--- config.mk ---
export PLATFORM = sky130hd
export DESIGN_NAME = ifb_bank
export DESIGN_NICKNAME = d
export VERILOG_FILES = /design/src/ifb_pkg.sv /design/src/ifb_arb_if.sv /design/src/ifb_bank.sv /design/src/ifb_flag_reg.sv /design/src/ifb_level_pick.sv
export SDC_FILE = /design/constraint.sdc
export NUM_CORES = 1
export LEC_CHECK = 0
export BUFFER_PORTS_ARGS = -buffer_cell sky130_fd_sc_hd__buf_2
export CORE_UTILIZATION = 45
export DETAILED_ROUTE_END_ITERATION = 8
export PLACE_DENSITY = 0.76
export SYNTH_ARGS = -nofsm -noshare
export SYNTH_HDL_FRONTEND = slang
export SYNTH_SLANG_ARGS = --single-unit
--- constraint.sdc ---
create_clock -name clk_sys -period 200.5 [get_ports clk_sys]
set_input_delay 30.075 -clock clk_sys [delete_from_list [all_inputs] [get_ports clk_sys]]
set_output_delay 30.075 -clock clk_sys [all_outputs]
set_load 0.02 [all_outputs]
--- src/ifb_pkg.sv ---
// constants and helpers shared by the interrupt flag and enable bank
package ifb_pkg;

    localparam int unsigned DW     = 16;
    localparam int unsigned AW     = 3;
    localparam int unsigned NEN    = 4;
    localparam int unsigned PW     = 3;
    localparam int unsigned NF4    = 3;

    // register indices on the plain register port
    localparam logic [AW-1:0] OFS_EN0   = 3'h0;
    localparam logic [AW-1:0] OFS_EN1   = 3'h1;
    localparam logic [AW-1:0] OFS_EN2   = 3'h2;
    localparam logic [AW-1:0] OFS_EN3   = 3'h3;
    localparam logic [AW-1:0] OFS_FLAG4 = 3'h4;

    // reset values
    localparam logic [DW-1:0] EN_RST    = 16'h0000;
    localparam logic [DW-1:0] FLAG4_RST = 16'h0000;
    localparam logic [DW-1:0] RD_IDLE   = 16'h0000;
    localparam logic [PW-1:0] PRIO_OFF  = 3'h0;

    // fourth flag register fields
    localparam int unsigned CHECKSUM_GEN_FLAG_BIT = 3;
    localparam int unsigned SERIAL2_ERROR_FLAG_BIT = 2;
    localparam int unsigned SERIAL1_ERROR_FLAG_BIT = 1;

    // enable register 0 fields
    localparam int unsigned ADC_DONE_EN_BIT           = 13;
    localparam int unsigned SERIAL1_TX_EN_BIT         = 12;
    localparam int unsigned SERIAL1_RX_EN_BIT         = 11;
    localparam int unsigned SYNC_SERIAL1_EVENT_EN_BIT = 10;
    localparam int unsigned SYNC_SERIAL1_FAULT_EN_BIT = 9;
    localparam int unsigned TIMER_THREE_EN_BIT        = 8;
    localparam int unsigned TIMER_TWO_EN_BIT          = 7;
    localparam int unsigned COMPARE_CH2_EN_BIT        = 6;
    localparam int unsigned CAPTURE_CH2_EN_BIT        = 5;
    localparam int unsigned TIMER_ONE_EN_BIT          = 3;
    localparam int unsigned COMPARE_CH1_EN_BIT        = 2;
    localparam int unsigned CAPTURE_CH1_EN_BIT        = 1;
    localparam int unsigned EXT_PIN0_EN_BIT           = 0;

    // enable register 1 fields
    localparam int unsigned SERIAL2_TX_EN_BIT         = 15;
    localparam int unsigned SERIAL2_RX_EN_BIT         = 14;
    localparam int unsigned EXT_PIN2_EN_BIT           = 13;
    localparam int unsigned TIMER_FIVE_EN_BIT         = 12;
    localparam int unsigned TIMER_FOUR_EN_BIT         = 11;
    localparam int unsigned COMPARE_CH4_EN_BIT        = 10;
    localparam int unsigned COMPARE_CH3_EN_BIT        = 9;
    localparam int unsigned EXT_PIN1_EN_BIT           = 4;
    localparam int unsigned PIN_CHANGE_EN_BIT         = 3;
    localparam int unsigned COMPARATOR_EN_BIT         = 2;
    localparam int unsigned TWOWIRE1_MASTER_EN_BIT    = 1;
    localparam int unsigned TWOWIRE1_SLAVE_EN_BIT     = 0;

    // enable register 2 fields
    localparam int unsigned PARALLEL_PORT_EN_BIT      = 13;
    localparam int unsigned COMPARE_CH5_EN_BIT        = 9;
    localparam int unsigned CAPTURE_CH5_EN_BIT        = 7;
    localparam int unsigned CAPTURE_CH4_EN_BIT        = 6;
    localparam int unsigned CAPTURE_CH3_EN_BIT        = 5;
    localparam int unsigned SYNC_SERIAL2_EVENT_EN_BIT = 1;
    localparam int unsigned SYNC_SERIAL2_FAULT_EN_BIT = 0;

    // enable register 3 fields
    localparam int unsigned CALENDAR_CLOCK_EN_BIT     = 14;
    localparam int unsigned EXT_PIN4_EN_BIT           = 6;
    localparam int unsigned EXT_PIN3_EN_BIT           = 5;
    localparam int unsigned TWOWIRE2_MASTER_EN_BIT    = 2;
    localparam int unsigned TWOWIRE2_SLAVE_EN_BIT     = 1;

    function automatic logic [DW-1:0] bitv(input int unsigned pos);
        bitv = DW'(1) << pos;
    endfunction

    localparam logic [DW-1:0] FLAG4_MASK = bitv(CHECKSUM_GEN_FLAG_BIT)
        | bitv(SERIAL2_ERROR_FLAG_BIT) | bitv(SERIAL1_ERROR_FLAG_BIT);

    localparam logic [DW-1:0] EN0_MASK = bitv(ADC_DONE_EN_BIT) | bitv(SERIAL1_TX_EN_BIT)
        | bitv(SERIAL1_RX_EN_BIT) | bitv(SYNC_SERIAL1_EVENT_EN_BIT)
        | bitv(SYNC_SERIAL1_FAULT_EN_BIT) | bitv(TIMER_THREE_EN_BIT) | bitv(TIMER_TWO_EN_BIT)
        | bitv(COMPARE_CH2_EN_BIT) | bitv(CAPTURE_CH2_EN_BIT) | bitv(TIMER_ONE_EN_BIT)
        | bitv(COMPARE_CH1_EN_BIT) | bitv(CAPTURE_CH1_EN_BIT) | bitv(EXT_PIN0_EN_BIT);

    localparam logic [DW-1:0] EN1_MASK = bitv(SERIAL2_TX_EN_BIT) | bitv(SERIAL2_RX_EN_BIT)
        | bitv(EXT_PIN2_EN_BIT) | bitv(TIMER_FIVE_EN_BIT) | bitv(TIMER_FOUR_EN_BIT)
        | bitv(COMPARE_CH4_EN_BIT) | bitv(COMPARE_CH3_EN_BIT) | bitv(EXT_PIN1_EN_BIT)
        | bitv(PIN_CHANGE_EN_BIT) | bitv(COMPARATOR_EN_BIT) | bitv(TWOWIRE1_MASTER_EN_BIT)
        | bitv(TWOWIRE1_SLAVE_EN_BIT);

    localparam logic [DW-1:0] EN2_MASK = bitv(PARALLEL_PORT_EN_BIT) | bitv(COMPARE_CH5_EN_BIT)
        | bitv(CAPTURE_CH5_EN_BIT) | bitv(CAPTURE_CH4_EN_BIT) | bitv(CAPTURE_CH3_EN_BIT)
        | bitv(SYNC_SERIAL2_EVENT_EN_BIT) | bitv(SYNC_SERIAL2_FAULT_EN_BIT);

    localparam logic [DW-1:0] EN3_MASK = bitv(CALENDAR_CLOCK_EN_BIT) | bitv(EXT_PIN4_EN_BIT)
        | bitv(EXT_PIN3_EN_BIT) | bitv(TWOWIRE2_MASTER_EN_BIT) | bitv(TWOWIRE2_SLAVE_EN_BIT);

    localparam logic [NEN-1:0][DW-1:0] EN_MASK = {EN3_MASK, EN2_MASK, EN1_MASK, EN0_MASK};

    // a zero priority field silences the source
    function automatic logic prio_live(input logic [PW-1:0] p);
        prio_live = (p != PRIO_OFF);
    endfunction

endpackage

--- src/ifb_arb_if.sv ---
// pending requests and their priorities handed to the level picker
`timescale 1ns/10ps
`default_nettype none
interface ifb_arb_if #(
    parameter int unsigned N = 67
);
    logic [N-1:0]                   pend;
    logic [N-1:0][ifb_pkg::PW-1:0]  prio;
    logic [ifb_pkg::PW-1:0]         level;
    logic                           any;

    modport src (output pend, output prio, input level, input any);
    modport arb (input pend, input prio, output level, output any);
endinterface
`default_nettype wire

--- src/ifb_bank.sv ---
// interrupt flag and enable register bank with request gating
//
// Contract
// - the fourth flag register holds the checksum generator flag at bit 3, read and write.
// - it holds the second serial error flag at bit 2 and the first at bit 1.
// - bits 15 to 4 and bit 0 of the fourth flag register always read zero.
// - an enable bit at 1 passes its source's request and at 0 blocks it.
// - enable register 0 upper byte holds bits 13 to 8 as listed; 15 and 14 read zero.
// - enable register 0 lower byte holds bits 7 to 5 and 3 to 0; bit 4 reads zero.
// - enable register 1 upper byte holds bits 15 to 9 as listed.
// - enable register 1 holds bits 4 to 0 as listed; bits 8 to 5 read zero.
// - enable register 2 holds bits 13, 9, 7, 6, 5, 1, 0; all others read zero.
// - enable register 3 holds bits 14, 6, 5, 2, 1; all others read zero.
// - every implemented flag and enable bit is read and write and resets to zero.
// - a priority field of zero disables the source; 1 to 7 rank it, 7 highest.
`timescale 1ns/10ps
`default_nettype none
module ifb_bank (
    input  wire logic                                    clk_sys,           // system clock
    input  wire logic                                    rst_b,             // async reset
    input  wire logic [ifb_pkg::AW-1:0]                  reg_addr,          // register index
    input  wire logic [ifb_pkg::DW-1:0]                  reg_wdata,         // write data
    input  wire logic                                    reg_wr,            // write strobe
    input  wire logic                                    reg_rd,            // read strobe
    output logic      [ifb_pkg::DW-1:0]                  reg_rdata,         // read data
    input  wire logic [ifb_pkg::NEN-1:0][ifb_pkg::DW-1:0] src_flag,         // outer flag bits
    input  wire logic [ifb_pkg::NEN-1:0][ifb_pkg::DW-1:0][ifb_pkg::PW-1:0] src_prio, // levels
    input  wire logic                                    checksum_gen_evt,  // checksum event
    input  wire logic                                    serial2_error_evt, // serial 2 error
    input  wire logic                                    serial1_error_evt, // serial 1 error
    input  wire logic [ifb_pkg::NF4-1:0]                 flag4_en,          // outer enables
    input  wire logic [ifb_pkg::NF4-1:0][ifb_pkg::PW-1:0] flag4_prio,       // their levels
    output logic      [ifb_pkg::NEN-1:0][ifb_pkg::DW-1:0] irq_req,          // gated requests
    output logic      [ifb_pkg::NF4-1:0]                 flag4_req,         // gated requests
    output logic      [ifb_pkg::PW-1:0]                  irq_level,         // top pending level
    output logic                                         irq_any            // any pending
);
    localparam int unsigned NSRC = ifb_pkg::NEN * ifb_pkg::DW + ifb_pkg::NF4;

    ////////////////////////////////////////////////////////////////////////////
    // register storage

    logic [ifb_pkg::NEN-1:0][ifb_pkg::DW-1:0] en_reg;
    logic [ifb_pkg::DW-1:0]                   flag4_q;
    logic [ifb_pkg::DW-1:0]                   flag4_set;
    logic                                     flag4_wr;
    logic                                     en_wr;
    logic [1:0]                               en_idx;

    always_comb begin
        en_wr  = 1'b0;
        en_idx = 2'h0;
        if (reg_addr == ifb_pkg::OFS_EN0) begin
            en_wr  = reg_wr;
            en_idx = 2'h0;
        end else if (reg_addr == ifb_pkg::OFS_EN1) begin
            en_wr  = reg_wr;
            en_idx = 2'h1;
        end else if (reg_addr == ifb_pkg::OFS_EN2) begin
            en_wr  = reg_wr;
            en_idx = 2'h2;
        end else if (reg_addr == ifb_pkg::OFS_EN3) begin
            en_wr  = reg_wr;
            en_idx = 2'h3;
        end
    end

    assign flag4_wr = reg_wr && (reg_addr == ifb_pkg::OFS_FLAG4);

    // masking on write keeps unimplemented bits at zero for good
    always_ff @(posedge clk_sys or negedge rst_b) begin
        if (!rst_b) begin
            for (int unsigned i = 0; i < ifb_pkg::NEN; i++) begin
                en_reg[i] <= ifb_pkg::EN_RST;
            end
        end else if (en_wr) begin
            en_reg[en_idx] <= reg_wdata & ifb_pkg::EN_MASK[en_idx];
        end
    end

    // events set flags whatever the enables hold
    always_comb begin
        flag4_set = ifb_pkg::FLAG4_RST;
        flag4_set[ifb_pkg::CHECKSUM_GEN_FLAG_BIT]  = checksum_gen_evt;
        flag4_set[ifb_pkg::SERIAL2_ERROR_FLAG_BIT] = serial2_error_evt;
        flag4_set[ifb_pkg::SERIAL1_ERROR_FLAG_BIT] = serial1_error_evt;
    end

    ifb_flag_reg #(
        .MASK (ifb_pkg::FLAG4_MASK)
    ) u_flag4 (
        .clk_sys (clk_sys),
        .rst_b   (rst_b),
        .wr      (flag4_wr),
        .wdata   (reg_wdata),
        .set     (flag4_set),
        .q       (flag4_q)
    );

    ////////////////////////////////////////////////////////////////////////////
    // read port

    logic [ifb_pkg::DW-1:0] rd_mux;

    always_comb begin
        rd_mux = ifb_pkg::RD_IDLE;
        if (reg_addr == ifb_pkg::OFS_EN0) begin
            rd_mux = en_reg[0];
        end else if (reg_addr == ifb_pkg::OFS_EN1) begin
            rd_mux = en_reg[1];
        end else if (reg_addr == ifb_pkg::OFS_EN2) begin
            rd_mux = en_reg[2];
        end else if (reg_addr == ifb_pkg::OFS_EN3) begin
            rd_mux = en_reg[3];
        end else if (reg_addr == ifb_pkg::OFS_FLAG4) begin
            rd_mux = flag4_q;
        end
    end

    // data stands only in the cycle after the strobe
    always_ff @(posedge clk_sys or negedge rst_b) begin
        if (!rst_b) begin
            reg_rdata <= ifb_pkg::RD_IDLE;
        end else begin
            reg_rdata <= reg_rd ? rd_mux : ifb_pkg::RD_IDLE;
        end
    end

    ////////////////////////////////////////////////////////////////////////////
    // request gating

    logic [ifb_pkg::NEN-1:0][ifb_pkg::DW-1:0] gate_req;
    logic [ifb_pkg::NF4-1:0]                  gate_f4;

    always_comb begin
        for (int unsigned r = 0; r < ifb_pkg::NEN; r++) begin
            for (int unsigned b = 0; b < ifb_pkg::DW; b++) begin
                gate_req[r][b] = src_flag[r][b] && en_reg[r][b]
                               && ifb_pkg::prio_live(src_prio[r][b]);
            end
        end
    end

    // flag4 bits 1..3 map to request slots 0..2
    always_comb begin
        for (int unsigned k = 0; k < ifb_pkg::NF4; k++) begin
            gate_f4[k] = flag4_q[k + 1] && flag4_en[k]
                       && ifb_pkg::prio_live(flag4_prio[k]);
        end
    end

    ifb_arb_if #(.N(NSRC)) arb_bus ();

    assign arb_bus.pend = {gate_f4, gate_req};
    assign arb_bus.prio = {flag4_prio, src_prio};

    ifb_level_pick #(
        .N (NSRC)
    ) u_pick (
        .arb (arb_bus)
    );

    // one cycle of latency buys glitch-free outputs
    always_ff @(posedge clk_sys or negedge rst_b) begin
        if (!rst_b) begin
            irq_req   <= '0;
            flag4_req <= '0;
        end else begin
            irq_req   <= gate_req;
            flag4_req <= gate_f4;
        end
    end

    always_ff @(posedge clk_sys or negedge rst_b) begin
        if (!rst_b) begin
            irq_level <= ifb_pkg::PRIO_OFF;
            irq_any   <= 1'b0;
        end else begin
            irq_level <= arb_bus.level;
            irq_any   <= arb_bus.any;
        end
    end
endmodule
`default_nettype wire

--- src/ifb_flag_reg.sv ---
// one software-visible flag register that hardware events set
`timescale 1ns/10ps
`default_nettype none
module ifb_flag_reg #(
    parameter logic [ifb_pkg::DW-1:0] MASK = ifb_pkg::FLAG4_MASK
) (
    input  wire logic                   clk_sys, // system clock
    input  wire logic                   rst_b,   // async reset, low
    input  wire logic                   wr,      // software write
    input  wire logic [ifb_pkg::DW-1:0] wdata,   // software data
    input  wire logic [ifb_pkg::DW-1:0] set,     // hardware set pulses
    output logic      [ifb_pkg::DW-1:0] q        // flag state
);
    logic [ifb_pkg::DW-1:0] q_next;

    // set beats a same-cycle software clear so no event is lost
    always_comb begin
        q_next = ((wr ? wdata : q) | set) & MASK;
    end

    always_ff @(posedge clk_sys or negedge rst_b) begin
        if (!rst_b) begin
            q <= ifb_pkg::FLAG4_RST;
        end else begin
            q <= q_next;
        end
    end
endmodule
`default_nettype wire

--- src/ifb_level_pick.sv ---
// finds the highest priority among pending, live requests
`timescale 1ns/10ps
`default_nettype none
module ifb_level_pick #(
    parameter int unsigned N = 67
) (
    ifb_arb_if.arb arb   // pending set in, level out
);
    logic [ifb_pkg::PW-1:0] lvl;
    logic                   hit;

    always_comb begin
        lvl = ifb_pkg::PRIO_OFF;
        hit = 1'b0;
        for (int unsigned i = 0; i < N; i++) begin
            if (arb.pend[i]) begin
                hit = 1'b1;
                if (arb.prio[i] > lvl) begin
                    lvl = arb.prio[i];
                end
            end
        end
    end

    assign arb.level = lvl;
    assign arb.any   = hit;
endmodule
`default_nettype wire

# Word level (Yosys, flattened, before mapping)
# Cells that the tools add are included.
[word_totals]
regBits = 154
inputBits = 294
out_inout_bits = 87
word_cells = 513
[op_classes]
order_cmp = 69
eq_ne = 4
n_mux = 221
bitwise = 2
n_reduce_logical = 204
[ops]
columns = ["operator", "n"]
rows = [
  ["two-way mux 3 bit", 134],
  ["nonzero test 3 bit", 67],
  ["> comparator 3 bit", 66],
  ["logical AND 1 bit", 136],
  ["two-way mux 16 bit", 7],
  ["two-way mux 1 bit", 71],
  ["bitwise mux 64 bit", 1],
  ["binary-select mux 16 bit (select 2 bit)", 1],
  ["demux 16 bit (select 2 bit)", 1],
  ["AND 16 bit", 1],
  ["two-way mux 2 bit", 4],
  ["two-way mux 4 bit", 2],
  ["equality test 3 x 2 -> 1 bit, second input constant", 2],
  ["bitwise OR 4 bit", 1],
  ["equality test 3 x 1 -> 1 bit, second input constant", 1],
  ["equality test 3 bit, second input constant", 1],
  ["> comparator 3 x 1 -> 1 bit, second input constant", 1],
  ["zero test 3 bit", 1],
  ["less-than comparator 2 x 3 -> 1 bit, second input constant", 1],
  ["greater-or-equal comparator 2 x 1 -> 1 bit, second input constant", 1],
]

# Longest topological paths before layout
[depth]
depth_word = 201
depth_mapped = 455
depth_no_buf = 454

# Modules after synthesis
# Synthesis repeated with hierarchy kept, for this count alone.
[unflattened]
cells_unflattened = 1929
area_unflattened_um2 = 16276.9
[by_module_without_submodules]
columns = ["mod", "n_inst", "cells_per_inst", "area_each_um2", "seq_area_each_um2"]
rows = [
  ["ifb_level_pick", 1, 1485, 10304.9, 0.0],
  ["ifb_bank", 1, 421, 5750.5, 3778.6],
  ["ifb_flag_reg", 1, 23, 221.5, 75.1],
]

# Worst setup path after synthesis
# Ideal clock, no wire load.
[synth_path]
path_type = "input to register"
startpoint = "in src_flag[0] (netlist name)"
endpoint = "reg irq_level[1] (netlist name)"
setup_time_ps = 124
arrival_ps = 113546
required_time_ps = 200376
slack_ps = 86830
path_stages = 419
path_cell_list = "nand3_1 -> ha_1 -> nand3b_1 -> a32oi_1 -> and3_1 -> nor2_1 -> ha_1 -> and3b_1 -> o21ai_2 -> a31oi_1 -> o31ai_1 -> inv_1 -> ha_1 -> nand3b_1 -> a32oi_1 -> nand2_1 -> a21o_1 -> ha_1 -> [... 383 more ...] -> nor2_1 -> a21oi_1 -> a31oi_1 -> inv_1 -> ha_1 -> nor2b_1 -> o21ai_0 -> a21oi_1 -> nand2_1 -> mux2i_1 -> ha_1 -> a21o_1 -> a21oi_1 -> a311oi_1 -> inv_1 -> nand2_1 -> a311oi_1 -> a211o_1"
[synth_via]
elab_chain_len = 201
[synth_rtl]
columns = ["element", "line", "source"]
rows = [
  ["from (decl)", "ifb_bank.sv:26", "input wire logic [ifb_pkg::NEN-1:0][ifb_pkg::DW-1:0] src_flag,"],
  ["logical AND 1 bit *", "ifb_bank.sv:138", "gate_req[r][b] = src_flag[r][b] && en_reg[r][b]"],
  ["logical AND 1 bit *", "ifb_bank.sv:139", "&& ifb_pkg::prio_live(src_prio[r][b]);"],
  ["two-way mux 3 bit *", "ifb_level_pick.sv:16", "if (arb.pend[i]) begin"],
  ["> comparator 3 bit", "ifb_level_pick.sv:18", "if (arb.prio[i] > lvl) begin"],
  ["two-way mux 3 bit", "ifb_level_pick.sv:18", ""],
  ["two-way mux 3 bit *", "ifb_level_pick.sv:16", ""],
  ["> comparator 3 bit", "ifb_level_pick.sv:18", ""],
  ["two-way mux 3 bit", "ifb_level_pick.sv:18", ""],
  ["[... 186 more ...]", "-", ""],
  ["two-way mux 3 bit *", "ifb_level_pick.sv:16", ""],
  ["> comparator 3 bit", "ifb_level_pick.sv:18", ""],
  ["two-way mux 3 bit", "ifb_level_pick.sv:18", ""],
  ["two-way mux 3 bit *", "ifb_level_pick.sv:16", ""],
  ["> comparator 3 bit", "ifb_level_pick.sv:18", ""],
  ["two-way mux 3 bit", "ifb_level_pick.sv:18", ""],
  ["two-way mux 3 bit *", "ifb_level_pick.sv:16", ""],
  ["net arb_bus.level (one bit)", "ifb_arb_if.sv:9", "logic [ifb_pkg::PW-1:0] level;"],
  ["to (signal assigned)", "ifb_bank.sv:176", "irq_level <= ifb_pkg::PRIO_OFF;"],
  ["to (signal assigned)", "ifb_bank.sv:179", "irq_level <= arb_bus.level;"],
  ["to (decl)", "ifb_bank.sv:35", "output logic [ifb_pkg::PW-1:0] irq_level,"],
]
# Mark *: on every way through the listed nets, which the timed path passes. The rest lies on a longest branch.
# A chain may end at the register's enable or synchronous reset.

# Worst setup path after layout
# Ends and elaborated chain as after synthesis.

==> results.md <==
* Area growth from synthesis to layout at 19.2%
* Ys flop type: dfrtp_1
* CTS tree: built
* CP Max Fanout at 10
* Die Y at approximately 190 um
* Measured slew at the worst slew-check pin at between 1 and 1.5 ns
* Crit-path slowest cell: a311oi_2
* Port bufs at 380
* Synthesized flop and latch total at 154
* Routability cong. at about 0.97
* Largest net degree at the start of global routing at 86
* Final clock skew at 0.00967 ns
* Die area at 0.0359 sq mm
* Hold crit path type: reg -> reg
* Slew Limit Fails at 0
* Drt total wl at 56.1 mm
* DR iter-0 viols at ~960
* TNS Setup at 0 ns
* Sequential area share after synthesis at 0.244
* Top cells by area, synth: dfrtp_1 (24%), ha_1 (16%), inv_1 (5.0%)
* Post-route antenna net violation count at 0
* DP HPWL at 46.7 mm
* Die width at 189 um
* Initial cell density of the core at 0.458
* Distinct cell type count after synthesis at 104
* WL per Instance at 20.9 um
* Outcome: finished clean
* Non-Filler Instances at ~2,700
* Worst path arrival time at 129.97 ns
* Gr usage total at 0.310
* # IOs at 381
* Warnings from Yosys at 0
* Post-cts gate resize count at 0
* Vias at 16,300
* Cell count after placement at 2,638
* Hold slack at between 0.5 and 0.6 ns
* Share of the synthesized area in the top cell type at 0.244
* CTS clk-pin slew, worst paths at 0.07 ns
* Pre-Repair DR Iteration Count at 7
* Slew margin rel. at 0.322
* Period utilization at 0.647
* FP Rows at 68
* CP Class: in -> reg
* Fin. Hold Viols at 0
* Avg Vias per Cell at 6.08
* Total clock sinks at 154
* Clock root cell: clkbuf_16
* Core area at 0.0345 sq mm
* Dominant cell type by area after synthesis: dfrtp_1
* Setup bufs post-CTS at 0
* CP Capture Type: register
* CTS Buffer Depth at 2
* Crit path buffers/inverters at 24
* H-tree depth at 4
* Largest stage delay, worst path at 0.72 ns
* Setup violators final at 0
* Max_cap viols at 0
* CTS Buf Count at 17
* Worst setup SP type: input port
* RSZ-0062 raised after global routing: no
* Hold bufs inserted after CTS at 0
* Fmax achieved at slightly below 8 MHz
* Worst-Skew Late Latency at 0.45 ns
* Tmin final at about 130 ns
* Cells after synthesis at 1,819
* Syn avg cell area at 8.69 sq um
* Synthesized area at 0.0158 sq mm
* DRC errors left at 0
* Syn_nets at 2,311
* First-pass GRT wire length at 86.0 mm
* Share of layout cells above drive strength 1 at 0.260
* Async SR Flop Fraction at 1.00
* Initial antenna violation count at 14
* Top cell by count, worst path: ha_1
* Post-synth EDFFs at 0
* Final-stage net count at 2,694
* WP data required at approximately 200 ns
* Vias in the first global route at 15,800
* Grt total ovfl at 0
* CP delay by family, top: compound AO/OA/AOI/OAI gates
-- cell usage in the layout (no fill, tap or decap), drive strengths merged, types with 9 or more instances in the layout --
| cell | synthesis | layout |
|---|---|---|
| and3 | 32 | 32 |
| o311ai | 52 | 52 |
| diode | 0 | 14 |
| buf | 3 | 383 |
| mux2 | 70 | 70 |
| nor2b | 74 | 74 |
| o21bai | 10 | 10 |
| mux2i | 41 | 41 |
| nand3b | 34 | 34 |
| a31oi | 22 | 22 |
| ha | 198 | 198 |
| nand2 | 118 | 118 |
| o221ai | 9 | 9 |
| nand2b | 10 | 10 |
| and2 | 44 | 44 |
| a21boi | 18 | 18 |
| inv | 212 | 220 |
| o22ai | 23 | 23 |
| a211o | 12 | 12 |
| or4 | 9 | 9 |
| o21a | 47 | 47 |
| or2 | 18 | 18 |
| nor3 | 19 | 19 |
| nor4 | 10 | 10 |
| a211oi | 57 | 57 |
| a311oi | 10 | 10 |
| nand3 | 45 | 45 |
| clkbuf | 16 | 17 |
| o211ai | 18 | 18 |
| a21oi | 112 | 112 |
| dfrtp | 154 | 154 |
| nor2 | 80 | 80 |
| a21o | 19 | 19 |
| o31ai | 13 | 13 |
| o21ai | 79 | 79 |
| o311a | 23 | 23 |
-- worst reg2reg max path, delay by kind of cell (launching register included) --
family | cells | cell delay [ns]
AOI/OAI and AO/OA | 184 | 49.53
adders and majority gates | 66 | 18.65
buffers and inverters | 23 | 2.01
DFF | 1 | 0.51
muxes | 23 | 7.53
and+or+nand+nor | 122 | 22.13
-- worst paths after layout --
kind	start	end	slack, ns	cells past startpoint
min	en_reg[43]	en_reg[43]	0.56	1
max in group asynchronous	rst_b	irq_req[4]	169.32	2
min in group asynchronous	rst_b	irq_req[31]	29.71	1
max reg2reg	en_reg[0]	irq_level[1]	100.02	418
min reg2reg	en_reg[43]	en_reg[43]	0.56	1
max	src_flag[0]	irq_level[1]	70.85	419
-- synth_stat cells, types with 10 or more instances --
master and count:
nand2_1 117, nor3_1 18, o21bai_1 10, and2_1 41
o31ai_1 11, nor2b_1 74, or2_2 16, a21o_1 18
o211ai_1 17, mux2_2 66, o21a_1 47, o311a_1 20
clkbuf_1 16, ha_1 198, a211oi_1 49, o21ai_0 72
nand3b_1 33, a21boi_0 15, a21oi_1 111, o311ai_1 10
nor4_1 10, nand3_1 45, mux2i_1 41, nand2b_1 10
inv_1 211, o311ai_0 33, nor2_1 80, o22ai_1 22
dfrtp_1 154, and3_1 31, a31oi_1 21
-- cells by family after synthesis --
family          after synthesis  synth area share
compound gates              598             0.285
simple gates                526             0.181
buf+inv                     231            0.0553
fa+ha+maj                   198             0.157
flops                       154             0.244
mux                         112            0.0782
-- routing by layer --
layer	up-vias	wire length [um]	GRT usage
met5	-	32	0
met4	6	3030	0.172
met3	145	4250	0.0487
met2	711	24900	0.490
met1	7775	24000	0.402
li1	7672	-	-
-- metrics by stage --
| step | util | setup slack (ns) | area, sq um |
|---|---|---|---|
| after floorplan | - | 86.83 | 15800 |
| after global placement | 0.528 | 75.60 | 18200 |
| after detailed placement | 0.528 | 72.69 | 18200 |
| after CTS | 0.545 | 72.70 | 18800 |
| after global routing | 0.546 | 62.92 | 18800 |
| final | 0.546 | 70.85 | 18900 |
-- layout make-up --
class	count	area, sq um
Multi-Input combinational cell	1434	11100
Timing Repair Buffer	383	1930
Clock inverter	15	159
Clock buffer	17	425
Inverter	212	796
Antenna cell	14	35.0
Fill cell	3284	15700
Tap cell	455	569
Sequential cell	154	3850
Power is left out: the tool's default activity adds up to more than one toggle a clock period on the data nets, which glitch-free logic cannot reach.
